<file path="src/pfn_pkg.sv">
// Constants and types for the link training and code negotiation block
// Assumes a 25 MHz core clock and an AXI4-Lite register master
// Operation
// Channel optimize state is always visited
// Equalization exchanged in-band during channel optimize
// Exchange follows four-level PMD training protocol
// Idle state is mandatory in the sequence
// Self-test state optional, uses modified sequences
// Code chosen from sent and received advertisements
// Flags at bits 31,30 and 15,14, rest zero
// Software mask withholds short-code flag
// Both short: choose 288-bit BCH code
// Else both long: choose 320-bit BCH code
// No common code: fail, back to signal detect
// Clock compensation tolerates 200 ppm offset
// Controls disable or rescale compensation sequences
// No forwarded clock, recovered from data
// Short-code mask is control bit 3
// Nonzero override bits 2:0 bypass negotiation; code bypasses only for values 1 to 4, values 5 to 7 negotiate
// Capture remote field, select once, hold
// Remote flag set if either copy set
package pfn_pkg;
	localparam logic [3:0] ADDR_CTRL = 4'h0;
	localparam logic [3:0] ADDR_STATUS = 4'h4;
	localparam logic [3:0] ADDR_IRQ_STAT = 4'h8;
	localparam logic [3:0] ADDR_IRQ_MASK = 4'hc;
	localparam int CTRL_OVR_LSB = 0;
	localparam int CTRL_MASK_SHORT = 3;
	localparam int CTRL_CC_DIS = 8;
	localparam int CTRL_CC_SCALE_LSB = 9;
	localparam int CTRL_SELFTEST_EN = 11;
	localparam int CTRL_START = 12;
	localparam logic [31:0] CTRL_RESET = 32'h0000_0000;
	localparam int ADV_LONG_HI = 31;
	localparam int ADV_SHORT_HI = 30;
	localparam int ADV_LONG_LO = 15;
	localparam int ADV_SHORT_LO = 14;
	localparam logic [2:0] CODE_SHORT = 3'h0;
	localparam logic [2:0] CODE_LONG = 3'h1;
	localparam logic [2:0] CODE_CRC = 3'h2;
	localparam logic [2:0] CODE_RS = 3'h3;
	localparam logic [2:0] OVR_NONE = 3'h0;
	localparam logic [2:0] OVR_SHORT = 3'h1;
	localparam logic [2:0] OVR_LONG = 3'h2;
	localparam logic [2:0] OVR_CRC = 3'h3;
	localparam logic [2:0] OVR_RS = 3'h4;
	localparam int IRQ_UP = 0;
	localparam int IRQ_FAIL = 1;
	localparam int IRQ_W = 2;
	localparam int CC_BASE_UI = 131072;
	localparam int UI_PER_CLK = 2048;
	localparam logic [15:0] CC_BASE_CYC = 16'(CC_BASE_UI / UI_PER_CLK);
	localparam int LOCAL_CC_COUNT_W = 16;
	typedef enum logic [2:0] {
		PFN_IDLE, PFN_DETECT, PFN_OPTIM, PFN_ALIGN, PFN_SELFTEST,
		PFN_CONFIG, PFN_UP
	} pfn_state_type;
endpackage : pfn_pkg

</file>
<file path="src/pfn_adv_select.sv">
// Builds the local advertisement and chooses the code
// Assumes remote field is already captured and stable
`timescale 1ns/1ns
module pfn_adv_select (
	input wire logic mask_short_in,
	input wire logic local_short_in,
	input wire logic local_long_in,
	input wire logic [2:0] override_in,
	input wire logic [31:0] remote_adv_in,
	output logic [31:0] local_adv_out,
	output logic [2:0] code_out,
	output logic ok_out
);
	logic sh;
	logic lg;
	logic r_sh;
	logic r_lg;
	always_comb begin
		sh = local_short_in & ~mask_short_in;
		lg = local_long_in;
		local_adv_out = 32'h0000_0000;
		local_adv_out[pfn_pkg::ADV_LONG_HI] = lg;
		local_adv_out[pfn_pkg::ADV_SHORT_HI] = sh;
		local_adv_out[pfn_pkg::ADV_LONG_LO] = lg;
		local_adv_out[pfn_pkg::ADV_SHORT_LO] = sh;
		r_sh = remote_adv_in[pfn_pkg::ADV_SHORT_HI] |
			remote_adv_in[pfn_pkg::ADV_SHORT_LO];
		r_lg = remote_adv_in[pfn_pkg::ADV_LONG_HI] |
			remote_adv_in[pfn_pkg::ADV_LONG_LO];
		ok_out = 1'b1;
		code_out = pfn_pkg::CODE_SHORT;
		case (override_in)
		pfn_pkg::OVR_SHORT: code_out = pfn_pkg::CODE_SHORT;
		pfn_pkg::OVR_LONG: code_out = pfn_pkg::CODE_LONG;
		pfn_pkg::OVR_CRC: code_out = pfn_pkg::CODE_CRC;
		pfn_pkg::OVR_RS: code_out = pfn_pkg::CODE_RS;
		default: begin
			if (sh & r_sh) begin
				code_out = pfn_pkg::CODE_SHORT;
			end else if (lg & r_lg) begin
				code_out = pfn_pkg::CODE_LONG;
			end else begin
				ok_out = 1'b0;
			end
		end
		endcase
	end
endmodule : pfn_adv_select

</file>
<file path="src/pfn_train.sv">
// Training sequencer, code negotiation and AXI4-Lite register slave
// Assumes lane PHY reports phase completion as synchronous levels/pulses
//
// Local design decisions: the address map and register access over AXI4-Lite.
`timescale 1ns/1ns
module pfn_train (
	input wire logic clock_in,
	input wire logic nrst_in,
	input wire logic [3:0] s_axi_awaddr,
	input wire logic s_axi_awvalid,
	output logic s_axi_awready,
	input wire logic [31:0] s_axi_wdata,
	input wire logic [3:0] s_axi_wstrb,
	input wire logic s_axi_wvalid,
	output logic s_axi_wready,
	output logic [1:0] s_axi_bresp,
	output logic s_axi_bvalid,
	input wire logic s_axi_bready,
	input wire logic [3:0] s_axi_araddr,
	input wire logic s_axi_arvalid,
	output logic s_axi_arready,
	output logic [31:0] s_axi_rdata,
	output logic [1:0] s_axi_rresp,
	output logic s_axi_rvalid,
	input wire logic s_axi_rready,
	input wire logic local_short_in,
	input wire logic local_long_in,
	input wire logic signal_detect_in,
	input wire logic cdr_lock_in,
	input wire logic eq_done_in,
	input wire logic align_done_in,
	input wire logic selftest_done_in,
	input wire logic remote_adv_valid_in,
	input wire logic [31:0] remote_adv_in,
	output logic [31:0] local_adv_out,
	output logic [2:0] state_out,
	output logic eq_exchange_out,
	output logic selftest_seq_out,
	output logic cc_send_out,
	output logic [2:0] code_out,
	output logic link_up_out,
	output logic irq_out
);
	typedef struct packed {
		logic awready;
		logic wready;
		logic have_aw;
		logic have_w;
		logic [3:0] waddr;
		logic [31:0] wdata;
		logic [3:0] wstrb;
		logic bvalid;
		logic [1:0] bresp;
		logic arready;
		logic rvalid;
		logic [31:0] rdata;
		logic [1:0] rresp;
		logic [31:0] ctrl;
		logic [pfn_pkg::IRQ_W-1:0] istat;
		logic [pfn_pkg::IRQ_W-1:0] imask;
		pfn_pkg::pfn_state_type st;
		logic [31:0] remote;
		logic got;
		logic [31:0] ladv;
		logic [2:0] code;
		logic up;
		logic irq;
		logic eqx;
		logic stseq;
		logic [17:0] cc_cnt;
		logic cc;
	} pfn_regs_type;

	pfn_regs_type r;
	pfn_regs_type next_r;
	logic [31:0] adv_w;
	logic [2:0] sel_code;
	logic sel_ok;
	logic [17:0] cc_limit;
	logic [pfn_pkg::IRQ_W-1:0] ev;
	logic [pfn_pkg::IRQ_W-1:0] clr;

	pfn_adv_select u_sel (
		.mask_short_in(r.ctrl[pfn_pkg::CTRL_MASK_SHORT]),
		.local_short_in(local_short_in),
		.local_long_in(local_long_in),
		.override_in(r.ctrl[2:0]),
		.remote_adv_in(r.remote),
		.local_adv_out(adv_w),
		.code_out(sel_code),
		.ok_out(sel_ok)
	);

	// Compensation interval scaled by control: x1, x2, x4, /2
	always_comb begin
		case (r.ctrl[pfn_pkg::CTRL_CC_SCALE_LSB +: 2])
		2'h1: cc_limit = {1'b0, pfn_pkg::CC_BASE_CYC, 1'b0};
		2'h2: cc_limit = {pfn_pkg::CC_BASE_CYC, 2'h0};
		2'h3: cc_limit = {3'h0, pfn_pkg::CC_BASE_CYC[15:1]};
		default: cc_limit = {2'h0, pfn_pkg::CC_BASE_CYC};
		endcase
	end

	always_comb begin
		next_r = r;
		ev = '0;
		clr = '0;
		next_r.ladv = adv_w;
		// Write channel, address and data in either order
		if (s_axi_awvalid && r.awready) begin
			next_r.awready = 1'b0;
			next_r.have_aw = 1'b1;
			next_r.waddr = s_axi_awaddr;
		end
		if (s_axi_wvalid && r.wready) begin
			next_r.wready = 1'b0;
			next_r.have_w = 1'b1;
			next_r.wdata = s_axi_wdata;
			next_r.wstrb = s_axi_wstrb;
		end
		if (r.have_aw && r.have_w && !r.bvalid) begin
			next_r.have_aw = 1'b0;
			next_r.have_w = 1'b0;
			next_r.bvalid = 1'b1;
			next_r.bresp = 2'h0;
			case (r.waddr)
			pfn_pkg::ADDR_CTRL: begin
				for (int i = 0; i < 4; i++) begin
					if (r.wstrb[i]) begin
						next_r.ctrl[i*8 +: 8] = r.wdata[i*8 +: 8];
					end
				end
			end
			pfn_pkg::ADDR_IRQ_STAT: begin
				if (r.wstrb[0]) begin
					clr = r.wdata[pfn_pkg::IRQ_W-1:0];
				end
			end
			pfn_pkg::ADDR_IRQ_MASK: begin
				if (r.wstrb[0]) begin
					next_r.imask = r.wdata[pfn_pkg::IRQ_W-1:0];
				end
			end
			pfn_pkg::ADDR_STATUS: next_r.bresp = 2'h2;
			default: next_r.bresp = 2'h2;
			endcase
		end
		if (r.bvalid && s_axi_bready) begin
			next_r.bvalid = 1'b0;
			next_r.awready = 1'b1;
			next_r.wready = 1'b1;
		end
		// Read channel
		if (s_axi_arvalid && r.arready) begin
			next_r.arready = 1'b0;
			next_r.rvalid = 1'b1;
			next_r.rresp = 2'h0;
			case (s_axi_araddr)
			pfn_pkg::ADDR_CTRL: next_r.rdata = r.ctrl;
			pfn_pkg::ADDR_STATUS: next_r.rdata = {r.remote[31:30],
				r.remote[15:14], 20'h0, r.code, r.up, 1'b0, 3'(r.st)};
			pfn_pkg::ADDR_IRQ_STAT: next_r.rdata = {30'h0, r.istat};
			pfn_pkg::ADDR_IRQ_MASK: next_r.rdata = {30'h0, r.imask};
			default: begin
				next_r.rdata = 32'h0000_0000;
				next_r.rresp = 2'h2;
			end
			endcase
		end
		if (r.rvalid && s_axi_rready) begin
			next_r.rvalid = 1'b0;
			next_r.arready = 1'b1;
		end
		// Training sequence
		next_r.eqx = 1'b0;
		next_r.stseq = 1'b0;
		case (r.st)
		pfn_pkg::PFN_IDLE: begin
			next_r.up = 1'b0;
			if (r.ctrl[pfn_pkg::CTRL_START]) begin
				next_r.st = pfn_pkg::PFN_DETECT;
			end
		end
		pfn_pkg::PFN_DETECT: begin
			// Clock recovered from lane data only
			if (signal_detect_in && cdr_lock_in) begin
				next_r.st = pfn_pkg::PFN_OPTIM;
			end
		end
		pfn_pkg::PFN_OPTIM: begin
			next_r.eqx = 1'b1;
			if (eq_done_in) begin
				next_r.st = pfn_pkg::PFN_ALIGN;
				next_r.eqx = 1'b0;
			end
		end
		pfn_pkg::PFN_ALIGN: begin
			if (align_done_in) begin
				next_r.st = r.ctrl[pfn_pkg::CTRL_SELFTEST_EN] ?
					pfn_pkg::PFN_SELFTEST : pfn_pkg::PFN_CONFIG;
			end
		end
		pfn_pkg::PFN_SELFTEST: begin
			next_r.stseq = 1'b1;
			if (selftest_done_in) begin
				next_r.st = pfn_pkg::PFN_CONFIG;
				next_r.stseq = 1'b0;
			end
		end
		pfn_pkg::PFN_CONFIG: begin
			// Decide after capture, or at once with override 1 to 4, so an all-zero field also fails unless overridden
			if (remote_adv_valid_in) begin
				next_r.remote = remote_adv_in;
				next_r.got = 1'b1;
			end else if (r.got || (r.ctrl[2:0] != pfn_pkg::OVR_NONE &&
				r.ctrl[2:0] <= pfn_pkg::OVR_RS)) begin
				next_r.got = 1'b0;
				if (sel_ok) begin
					next_r.code = sel_code;
					next_r.up = 1'b1;
					next_r.st = pfn_pkg::PFN_UP;
					ev[pfn_pkg::IRQ_UP] = 1'b1;
				end else begin
					next_r.st = pfn_pkg::PFN_DETECT;
					next_r.remote = 32'h0;
					ev[pfn_pkg::IRQ_FAIL] = 1'b1;
				end
			end
		end
		pfn_pkg::PFN_UP: begin
			if (!signal_detect_in || !r.ctrl[pfn_pkg::CTRL_START]) begin
				next_r.up = 1'b0;
				next_r.remote = 32'h0;
				next_r.st = pfn_pkg::PFN_IDLE;
			end
		end
		default: next_r.st = pfn_pkg::PFN_IDLE;
		endcase
		// Periodic compensation insertion from align onward
		next_r.cc = 1'b0;
		if (r.st == pfn_pkg::PFN_IDLE || r.st == pfn_pkg::PFN_DETECT ||
			r.st == pfn_pkg::PFN_OPTIM ||
			r.ctrl[pfn_pkg::CTRL_CC_DIS]) begin
			next_r.cc_cnt = '0;
		end else if (r.cc_cnt + 18'h1 >= cc_limit) begin
			next_r.cc_cnt = '0;
			next_r.cc = 1'b1;
		end else begin
			next_r.cc_cnt = r.cc_cnt + 18'h1;
		end
		// Set wins over clear
		next_r.istat = (r.istat & ~clr) | ev;
		// Mask bit set blocks its event
		next_r.irq = |(next_r.istat & ~next_r.imask);
	end

	always_ff @(posedge clock_in or negedge nrst_in) begin
		if (!nrst_in) begin
			r <= '0;
			r.awready <= 1'b1;
			r.wready <= 1'b1;
			r.arready <= 1'b1;
			r.ctrl <= pfn_pkg::CTRL_RESET;
			r.st <= pfn_pkg::PFN_IDLE;
		end else begin
			r <= next_r;
		end
	end

	assign s_axi_awready = r.awready;
	assign s_axi_wready = r.wready;
	assign s_axi_bvalid = r.bvalid;
	assign s_axi_bresp = r.bresp;
	assign s_axi_arready = r.arready;
	assign s_axi_rvalid = r.rvalid;
	assign s_axi_rdata = r.rdata;
	assign s_axi_rresp = r.rresp;
	assign local_adv_out = r.ladv;
	assign state_out = 3'(r.st);
	assign eq_exchange_out = r.eqx;
	assign selftest_seq_out = r.stseq;
	assign cc_send_out = r.cc;
	assign code_out = r.code;
	assign link_up_out = r.up;
	assign irq_out = r.irq;
endmodule : pfn_train

</file>
<file path="config.mk">
export PLATFORM = sky130hd
export DESIGN_NAME = pfn_train
export DESIGN_NICKNAME = d
export VERILOG_FILES = /design/src/pfn_pkg.sv /design/src/pfn_adv_select.sv /design/src/pfn_train.sv
export SDC_FILE = /design/constraint.sdc
export NUM_CORES = 1
export LEC_CHECK = 0
export BUFFER_PORTS_ARGS = -buffer_cell sky130_fd_sc_hd__buf_2
export CORE_UTILIZATION = 58
export CTS_CLUSTER_SIZE = 25
export DETAILED_ROUTE_END_ITERATION = 12
export GPL_ROUTABILITY_DRIVEN = 0
export GPL_TIMING_DRIVEN = 0
export PLACE_DENSITY = 0.88
export SETUP_SLACK_MARGIN = 0.02
export SYNTH_ARGS = -nofsm -noshare
export SYNTH_HDL_FRONTEND = slang
export SYNTH_SLANG_ARGS = --single-unit
</file>
<file path="constraint.sdc">
create_clock -name clock_in -period 5.8 [get_ports clock_in]
set_input_delay 0.29 -clock clock_in [delete_from_list [all_inputs] [get_ports clock_in]]
set_output_delay 0.29 -clock clock_in [all_outputs]
set_load 0.01 [all_outputs]
</file>
==> run_results.csv, run 1 <==
group,metric,value,unit
power,peakVddDrop,0.281,mV
timing,drv_slew,0,
setup_path,path_max_fanout,10,
power,power.switching,1.07,mW
grt,grt_max_degree,98,
clock_network,h-tree-depth,4,
floorplan,dieArea,12500,µm²
setup_path,critPathLaunchType,"flop",
power,p_sw_share,29.3,%
finish,n_antenna_cell,0,
synth,async_flop_share,100,%
synth,netlist_instances,559,
synth,syn_avg_cell_area,12.5,µm²
routing,avgRoutedWirePerCell,17.0,µm
floorplan,die_y,112,µm
min_path,min_from,"s_axi_wvalid",
timing,slew-limit-headroom,59.4,%
finish,fin_nets,831,
power,power_density,426,nW/µm²
floorplan,die_w,112,µm
timing,worstMarginPinSlew,609,ps
grt,grt_use_total,25.9,%
finish,fillers,762,
clock_network,cts-root-buf,"clkbuf_16",
routing,drt-total-wl,15.2,mm
setup_path,cp_data_required_time,6110,ps
run_status,violations,"DRC",
power,p_leak,4.39,nW
routing,ant_nets,0,
routing,drc_errors,11,
clock_network,clk_pin_slew,60,ps
setup_path,endpoint_kind,"flop",
clock_network,cts_inserted_buffers,17,
timing,hold_violations,0,
timing,finClkSkew,11.6,ps
synth,yosysWarnings,0,
routing,dr.pass1.iters,8,
floorplan,core,11600,µm²
synth,synth_cell_types,61,
finish,ff_latch_area,3810,µm²
finish,multi_input_area,2640,µm²
power,combPwrFrac,24.0,%
place,dpl.cell_count,856,
power,power_frac_clock,33.5,%
setup_path,crit_start,"r[1]",
finish,finalNonFillerCells,890,
power,p_seq_share,42.5,%
flow_run,drv_cap,0,
synth,ys_ff_latch,152,
setup_path,cp.arrival,3220,ps
grt,grt.overflow.total,0,
clock_network,cts.path.max_buffers,2,
synth,synth_edf_count,0,
grt,grt_pass1_vias,5058,
floorplan,start_util,60.4,%
synth,synth_top_area_share,53.4,%
clock_network,cts_tree,"yes",
setup_path,crit_path_cell_trace,"ha_1, nand4_2, nor2_1, xor2_1, ha_1, nor2b_1, o21ai_0, nand2b_1, a211oi_2, nand4_4, nor4_1",
setup_path,rr_startpoint,"r[1]",
synth,synth_top_cell_by_area,"dfrtp_1",
finish,syn_to_final_growth,23.0,%
clock_network,postCtsSetupRepairBufs,0,
finish,drive_above_1_share,45.0,%
power,internal_power,2.59,mW
setup_path,critical_path.slowest_cell,"dfrtp_1",
floorplan,io_pins,175,
place,portBuffers,114,
routing,routed_via_density,5.47,
timing,period_share,50.2,%
place,dp_hpwl,10.4,mm
floorplan,num_rows,39,
setup_path,r2r_setup_slack,2890,ps
setup_path,crit_path_frequent_cell,"ha_1",
synth,synth_area,6980,µm²
routing,first_iter_violations,226,
grt,antenna_found_initial,0,
timing,fin_crit,2910,ps
synth,ys.flop_type,"dfrtp_1",
min_path,hp-class,"in -> reg",
clock_network,clock_sinks,152,
timing,setup_tns,0,ps
timing,fmax,343,MHz
routing,vias,4872,
timing,setup_viol,0,
synth,ys_seq_area_share,54.5,%
clock_network,insertion_delay,430,ps
synth,synth_area_leaders,"dfrtp_1, mux2_2, buf_4, a22o_1, o21ai_0",
setup_path,max_stage_delay,410,ps
grt,grt_pass1_wl,24.8,mm
timing,rsz0062_at_grt,"no",
setup_path,critPathKind,"reg -> reg",
run_status,status,"finished, violations left",
-- critical path, delay by kind of cell, from the launching register on --
kind,cells,cell delay [ps]
adder cells (fa/ha/maj),2,540
AO/OA/AOI/OAI,2,500
XOR/XNOR,1,210
AND/OR/NAND/NOR,6,1140
flip-flops,1,410
-- flip-flops by register name (all words and copies together) (netlist names) --
signal,cells
r,101
s_axi_rdata,32
state_out,3
code_out,2
local_adv_out,2
cc_send_out,1
eq_exchange_out,1
irq_out,1
link_up_out,1
s_axi_arready,1
s_axi_awready,1
s_axi_bresp,1
s_axi_bvalid,1
s_axi_rresp,1
s_axi_rvalid,1
s_axi_wready,1
selftest_seq_out,1
-- per-stage QoR --
step	total power, mW	hold slack (ps)	area, µm²	setup WS, ps	utilization, %
global route	3.83	35.8	8590	2730	74.3
detailed placement	2.43	297	7910	2970	68.4
CTS	3.67	20.0	8590	2880	74.3
finish	3.66	25.9	8590	2890	74.3
global placement	2.36	421	7880	2400	68.1
floorplan	2.15	-5.59	7130	3310	-
-- cell families after synthesis --
family,Yosys count,synth area share [%]
AO/OA/AOI/OAI,90,9.03
XOR/XNOR,10,1.25
adder cells (fa/ha/maj),6,1.08
buffers and inverters,106,9.75
flip-flops,152,54.5
multiplexers,89,14.5
other,1,0.0537
AND/OR/NAND/NOR,105,9.77
-- timing repair --
item	in CTS	in global routing
gates resized for setup	0	0
endpoints found under the hold margin	55	0
hold buffers	2	0
-- area by class of cell --
cell class | instances | area share, %
repair buffers | 117 | 7.27
multi-input cells | 340 | 30.7
inverters | 15 | 0.656
plain buffers | 91 | 7.27
flip-flops and latches | 152 | 44.3
clock inverters | 14 | 2.55
well taps | 143 | 2.08
clock buffers | 18 | 5.11
-- worst paths after layout --
path / endpoint / depth (start not counted)
max reg2reg: r[5] / 11
max in group asynchronous: s_axi_awready / 3
max: r[5] / 11
min reg2reg: s_axi_rdata[22] / 1
min: s_axi_wready / 2
min in group asynchronous: r[173] / 2
-- placed cells by master (no fill, tap or decap), types with 3 or more instances in the layout --
cell type | synthesis | layout
a31oi_1 | 5 | 5
ha_1 | 6 | 6
clkbuf_1 | 12 | 12
inv_6 | 0 | 3
buf_4 | 74 | 74
conb_1 | 1 | 40
nor2_1 | 13 | 13
nand3_1 | 8 | 8
a21o_1 | 5 | 5
a21oi_1 | 11 | 11
and4_1 | 6 | 6
inv_1 | 15 | 15
nor3_1 | 6 | 6
o21ai_0 | 22 | 22
or2_2 | 4 | 4
nand2_1 | 25 | 25
nand2b_1 | 6 | 6
nand2_2 | 5 | 5
xnor2_1 | 3 | 3
nor4b_2 | 5 | 5
mux2_2 | 77 | 77
mux2i_1 | 9 | 9
bufinv_16 | 0 | 5
xor2_1 | 7 | 7
dfrtp_1 | 149 | 149
buf_2 | 4 | 117
a22o_1 | 24 | 24
a21boi_0 | 3 | 3
nand4_1 | 3 | 3
clkbuf_16 | 0 | 17
dfstp_2 | 3 | 3
nor4_1 | 5 | 5
or3_1 | 3 | 3
-- metal layers --
metal	GRT usage, %	share of wire (%)	up-vias	wire length [µm]
met4	11.1	2.5	0	384
met3	7.19	6.0	41	909
met1	30.5	40	2404	6010
met2	44.6	52	194	7870
li1	-	-	2233	-
met5	0	0	-	0
-- power groups by stage --
stage | clock (mW) | combinational (mW) | sequential, mW
4_1_cts | 1.24 | 0.880 | 1.55
3_3_place_gp | 0 | 0.818 | 1.54
6_report | 1.23 | 0.878 | 1.56
3_5_place_dp | 0 | 0.863 | 1.56
5_1_grt | 1.28 | 0.964 | 1.59
2_1_floorplan | 0 | 0.640 | 1.51
-- synth_stat cells (2+ instances only) --
master,count
a211oi_2,2
a21boi_0,3
a21o_1,5
a21oi_1,11
a22o_1,24
a22oi_1,2
a31o_2,2
a31oi_1,5
and2_1,2
and4_1,6
buf_2,4
buf_4,74
clkbuf_1,12
dfrtp_1,149
dfstp_2,3
ha_1,6
inv_1,15
mux2_2,77
mux2i_1,9
mux4_2,2
nand2_1,25
nand2_2,5
nand2b_1,6
nand3_1,8
nand4_1,3
nor2_1,13
nor2b_1,2
nor3_1,6
nor4_1,5
nor4b_2,5
o21ai_0,22
o21ai_1,2
o22ai_1,2
o31ai_1,2
or2_2,4
or3_1,3
xnor2_1,3
xor2_1,7
Power figures use the tool's default switching activity.
==> run 2, diff against run 1 <==
CORE_UTILIZATION = 48   (was 58)
PLACE_DENSITY = 0.78   (was 0.88)
clock period = 2.65 ns   (was 5.8 ns; I/O delays follow)
==> run_results.csv, run 2 (synthesis results as in run 1) <==
group,metric,value,unit
run_status,status,"complete, no violations",
clock_network,cts_inserted_buffers,17,
setup_path,critPathLaunchType,"flop",
clock_network,insertion_delay,420,ps
setup_path,cp-endpoint,"r[1]",
routing,dr_wl_met3,811,µm
setup_path,crit_path_cell_trace,"ha_4, nand4_4, nor2_4, xor2_2, ha_1, nor2b_1, o21ai_1, nand2b_1, a211oi_4, nand4_4, nor4_2",
power,peakVddDrop,0.535,mV
floorplan,core,14000,µm²
clock_network,clock_sinks,152,
finish,final_common_cell,"dfrtp_1",
timing,hold_violations,0,
place,portBuffers,114,
timing,drv_slew,0,
setup_path,crit_path_frequent_cell,"nand4_4",
routing,routed_via_density,5.14,
min_path,hp-class,"in -> reg",
finish,mostFrequentLayoutCells,"dfrtp_1, buf_2, buf_4, mux2_2, dlygate4sd3_1",
routing,dr_wl_met2,8.10,mm
setup_path,r2r_setup_slack,10,ps
finish,largest_register,"r",
routing,drc_errors,0,
place,place_worst_setup_slack,-173,ps
floorplan,die_y,123,µm
setup_path,critPathKind,"reg -> reg",
setup_path,cp_data_required_time,2970,ps
setup_path,rr_startpoint,"r[2]",
floorplan,io_pins,175,
setup_path,cp.buffers_inverters,0,
setup_path,reg2reg_to,"r[1]",
timing,fin_crit,2640,ps
timing,holdWs,12.3,ps
floorplan,num_rows,43,
power,power_density,858,nW/µm²
routing,avgRoutedWirePerCell,16.1,µm
finish,syn_to_final_growth,33.8,%
grt,grt_use_total,22.2,%
setup_path,endpoint_kind,"flop",
place,postPlaceCellArea,7960,µm²
floorplan,die_w,123,µm
routing,first_iter_violations,306,
timing,rsz0062_at_grt,"yes",
routing,ant_nets,0,
setup_path,crit_start,"r[2]",
finish,n_antenna_cell,0,
grt,grt.overflow.total,0,
timing,setup_viol,0,
timing,setup_slack,14.5,ps
min_path,worstHoldPathCells,3,
clock_network,h-tree-depth,4,
clock_network,cts_tree,"yes",
finish,fin_util,66.5,%
place,dpl.cell_count,893,
routing,drt-total-wl,15.8,mm
finish,fillers,1058,
finish,fin_nets,890,
timing,slew-limit-headroom,44.1,%
setup_path,path_max_fanout,5,
setup_path,critical_path.slowest_cell,"dfrtp_2",
place,dp_hpwl,10.3,mm
timing,worstMarginPinSlew,838,ps
timing,finClkSkew,6.44,ps
timing,period_share,99.5,%
grt,grt_pass1_vias,4989,
power,p_leak,4.67,nW
clock_network,clk_pin_slew,60,ps
routing,wl_met1,6.59,mm
routing,dr.pass1.iters,5,
floorplan,dieArea,15000,µm²
setup_path,crit_cells,11,
routing,top_layer,"met4",
setup_path,cp.arrival,2950,ps
clock_network,cts.path.max_buffers,2,
clock_network,cts-root-buf,"clkbuf_16",
finish,drive_above_1_share,44.4,%
timing,fmax,379,MHz
grt,antenna_found_initial,0,
grt,grt_max_degree,103,
setup_path,critical-path-top-delay-family,"simple AND/OR/NAND/NOR gates",
floorplan,start_util,49.7,%
finish,final_cell_area,9340,µm²
setup_path,reg2reg_depth,11,
flow_run,drv_cap,0,
finish,finalNonFillerCells,984,
setup_path,max_stage_delay,430,ps
routing,vias,5061,
grt,grt_pass1_wl,25.0,mm
finish,largest_reg_flops,101,
## run 2: cell count changes in the layout (fill, tap and decap cells not counted), moves of 3 or more
| cell | change |
|---|---|
| dlygate4sd3_1 | +51 |
| buf_4 | +7 |
| clkbuf_8 | +4 |
| nor4_1 | -4 |
| dfrtp_1 | -3 |
| dfrtp_2 | +3 |
| nor2_1 | -3 |
## run 2: layer usage
metal / global-route usage (%) / up-vias
li1: - / 2349
met1: 27.0 / 2499
met2: 38.0 / 181
met3: 5.30 / 32
met4: 9.07 / 0
met5: 0 / -
## run 2: final cells by class
class / instances / area (µm²) / area share [%]
Buffer: 91 / 624 / 6.69
Multi-Input combinational cell: 341 / 2800 / 30.0
Tap cell: 180 / 225 / 2.41
Inverter: 15 / 56.3 / 0.603
Clock inverter: 7 / 139 / 1.49
Timing Repair Buffer: 175 / 1190 / 12.7
Sequential cell: 152 / 3810 / 40.8
Clock buffer: 23 / 498 / 5.33
## run 2: what timing repair did
| item | in CTS | in global routing |
|---|---|---|
| endpoints found under the setup margin | 10 | 21 |
| pin swaps | 15 | 12 |
| buffers inserted | 6 | 1 |
| endpoints found under the hold margin | 98 | 0 |
| gates resized for setup | 16 | 12 |
| hold buffers | 53 | 0 |
| cloned | 1 | 0 |
## run 2: per-stage QoR
stage	setup TNS [ps]	power [mW]
after floorplan	0	4.70
after global placement	-97750	5.17
after detailed placement	-1530	5.31
after CTS	0	8.05
after global routing	-1060	8.43
final	0	8.02
## run 2: how the worst min path moves through the flow
| stage | startpoint | end | slack (ps) |
|---|---|---|---|
| finish | s_axi_araddr[1] | s_axi_rresp[1] | 10 |
| global route | s_axi_araddr[1] | s_axi_rresp[1] | 50 |
| CTS | s_axi_araddr[0] | s_axi_rresp[1] | 20 |
| detailed placement | nrst_in | selftest_seq_out | 110 |
| global placement | local_long_in | local_adv_out[15] | 270 |
| floorplan | nrst_in | cc_send_out | -160 |
## run 2: worst register-to-register path, cell delays in order, from the launching register on
cell	delay, ps
dfrtp_2	430
ha_4	170
nand4_4	120
nor2_4	150
xor2_2	160
ha_1	260
nor2b_1	140
o21ai_1	120
nand2b_1	120
a211oi_4	330
nand4_4	230
nor4_2	290
## run 2: power breakdown
part	internal, mW	switching, mW
Combinational	1.09	0.947
Clock	1.69	0.899
Sequential	2.96	0.432
Total	5.74	2.28
==> run 3, diff against run 2 <==
CORE_ASPECT_RATIO = 2   (was not set)
==> run_results.csv, run 3 (synthesis results as in run 1) <==
group,metric,value,unit
run_status,status,"finished, violations left",
run_status,violations,"setup timing",
finish,largest_register,"r",
routing,drc_errors,0,
min_path,hp-class,"in -> reg",
setup_path,endpoint_kind,"flop",
setup_path,path_max_fanout,5,
place,place_worst_setup_slack,-309,ps
routing,dr.pass1.iters,4,
timing,hold_violations,0,
clock_network,cts_tree,"yes",
floorplan,die_w,87.3,µm
finish,final_common_cell,"dfrtp_1",
finish,drive_above_1_share,45.4,%
floorplan,core,14300,µm²
routing,vias,5123,
finish,mostFrequentLayoutCells,"dfrtp_1, buf_2, buf_4, mux2_2, dlygate4sd3_1",
setup_path,r2r_setup_slack,-120,ps
finish,fin_nets,895,
routing,top_layer,"met4",
timing,period_share,105,%
routing,wl_met1,5.93,mm
timing,rsz0062_at_grt,"yes",
place,postPlaceCellArea,7970,µm²
grt,grt_pass1_vias,5475,
finish,finalNonFillerCells,1003,
timing,drv_slew,0,
setup_path,max_stage_delay,430,ps
timing,worstMarginPinSlew,1070,ps
clock_network,cts.path.max_buffers,2,
routing,ant_nets,0,
finish,n_antenna_cell,0,
setup_path,rr_startpoint,"r[2]",
floorplan,die_y,173,µm
floorplan,io_pins,175,
floorplan,start_util,48.9,%
setup_path,cp_data_required_time,2970,ps
power,power_density,849,nW/µm²
place,portBuffers,114,
setup_path,cp.arrival,3100,ps
place,dpl.cell_count,905,
place,dp_hpwl,11.2,mm
timing,slew-limit-headroom,28.3,%
power,peakVddDrop,0.608,mV
routing,dr_wl_met2,9.09,mm
setup_path,critPathLaunchType,"flop",
timing,setup_viol,7,
grt,grt.overflow.total,0,
finish,largest_reg_flops,101,
floorplan,dieArea,15100,µm²
setup_path,critical_path.slowest_cell,"dfrtp_2",
timing,finClkSkew,9.58,ps
timing,holdWs,20.7,ps
clock_network,h-tree-depth,4,
setup_path,reg2reg_depth,12,
power,p_leak,4.72,nW
setup_path,reg2reg_to,"r[2]",
clock_network,clk_pin_slew,70,ps
clock_network,cts-root-buf,"clkbuf_16",
routing,routed_via_density,5.11,
clock_network,insertion_delay,420,ps
timing,setup_slack,-123,ps
grt,grt_use_total,23.2,%
grt,grt_max_degree,86,
setup_path,crit_path_cell_trace,"ha_4, nand4_4, nor2_4, xor2_2, ha_4, nor2b_4, o21ai_2, nand2b_1, a211oi_4, buf_4, nand4_4, nor4b_2",
setup_path,cp-endpoint,"r[2]",
finish,final_cell_area,9440,µm²
grt,antenna_found_initial,0,
finish,syn_to_final_growth,35.3,%
routing,drt-total-wl,16.5,mm
finish,fillers,1074,
min_path,worstHoldPathCells,3,
floorplan,num_rows,62,
routing,dr_wl_met3,554,µm
clock_network,clock_sinks,152,
setup_path,critPathKind,"reg -> reg",
routing,avgRoutedWirePerCell,16.4,µm
setup_path,crit_start,"r[2]",
flow_run,drv_cap,0,
timing,fin_crit,2770,ps
routing,first_iter_violations,180,
timing,fmax,361,MHz
grt,grt_pass1_wl,26.6,mm
clock_network,cts_inserted_buffers,17,
-- run 3: cell types whose count changed in the layout (fill, tap and decap cells not counted), sizes merged --
| cell | delta |
|---|---|
| buf | +5 |
| bufinv | -1 |
| clkbuf | -3 |
| clkinv | +2 |
| clkinvlp | +2 |
| inv | +2 |
-- run 3: what timing repair did --
action | in CTS | in global routing
setup endpoints to repair | 10 | 30
buffers inserted | 6 | 6
hold buffers | 52 | 1
gates cloned | 1 | 0
resized for setup | 13 | 23
endpoints found under the hold margin | 116 | 1
pin swaps | 14 | 13
-- run 3: cell type report --
type                            count  area [µm²]  share of cell area [%]
Sequential cell                   152        3810                    40.4
Multi-Input combinational cell    341        2860                    30.3
Timing Repair Buffer              180        1220                    13.0
Buffer                             91         624                    6.61
Clock buffer                       20         467                    4.94
Tap cell                          192         240                    2.54
Clock inverter                     12         163                    1.72
Inverter                           15        56.3                   0.596
-- run 3: how the worst min path moves through the flow --
stage	slack [ps]	to	start
2_1_floorplan	-160	cc_send_out	nrst_in
3_3_place_gp	260	local_adv_out[15]	local_long_in
3_5_place_dp	170	r[107]	nrst_in
4_1_cts	10	s_axi_rresp[1]	s_axi_araddr[0]
5_1_grt	20	s_axi_rresp[1]	s_axi_araddr[1]
6_report	20	s_axi_rresp[1]	s_axi_araddr[1]
-- run 3: critical path: cells and delay by family, from the launching register on --
kind | cells | cell delay [ps]
simple gates | 6 | 1000
flops | 1 | 430
fa+ha+maj | 2 | 410
compound gates | 2 | 460
buf+inv | 1 | 180
xor+xnor | 1 | 200
-- run 3: power breakdown --
group	leakage, nW	internal, mW	total, mW	switching [mW]
clock	0.304	1.57	2.55	0.979
sequential	1.95	2.96	3.38	0.427
combinational	2.47	1.10	2.09	0.984
total	4.72	5.63	8.02	2.39
-- run 3: metal layers --
layer  up-vias  GRT usage, %
met1      2534          24.3
met3        59          4.77
met2       172          41.3
met5         -             0
met4         0          13.3
li1       2358             -
-- run 3: per-stage QoR --
| step | utilization [%] | power, mW | setup TNS [ps] |
|---|---|---|---|
| floorplan | - | 4.70 | 0 |
| global placement | 55.6 | 5.17 | -84030 |
| detailed placement | 55.8 | 5.33 | -2130 |
| CTS | 64.8 | 8.00 | -266 |
| global route | 66.2 | 8.44 | -1500 |
| finish | 66.2 | 8.02 | -490 |
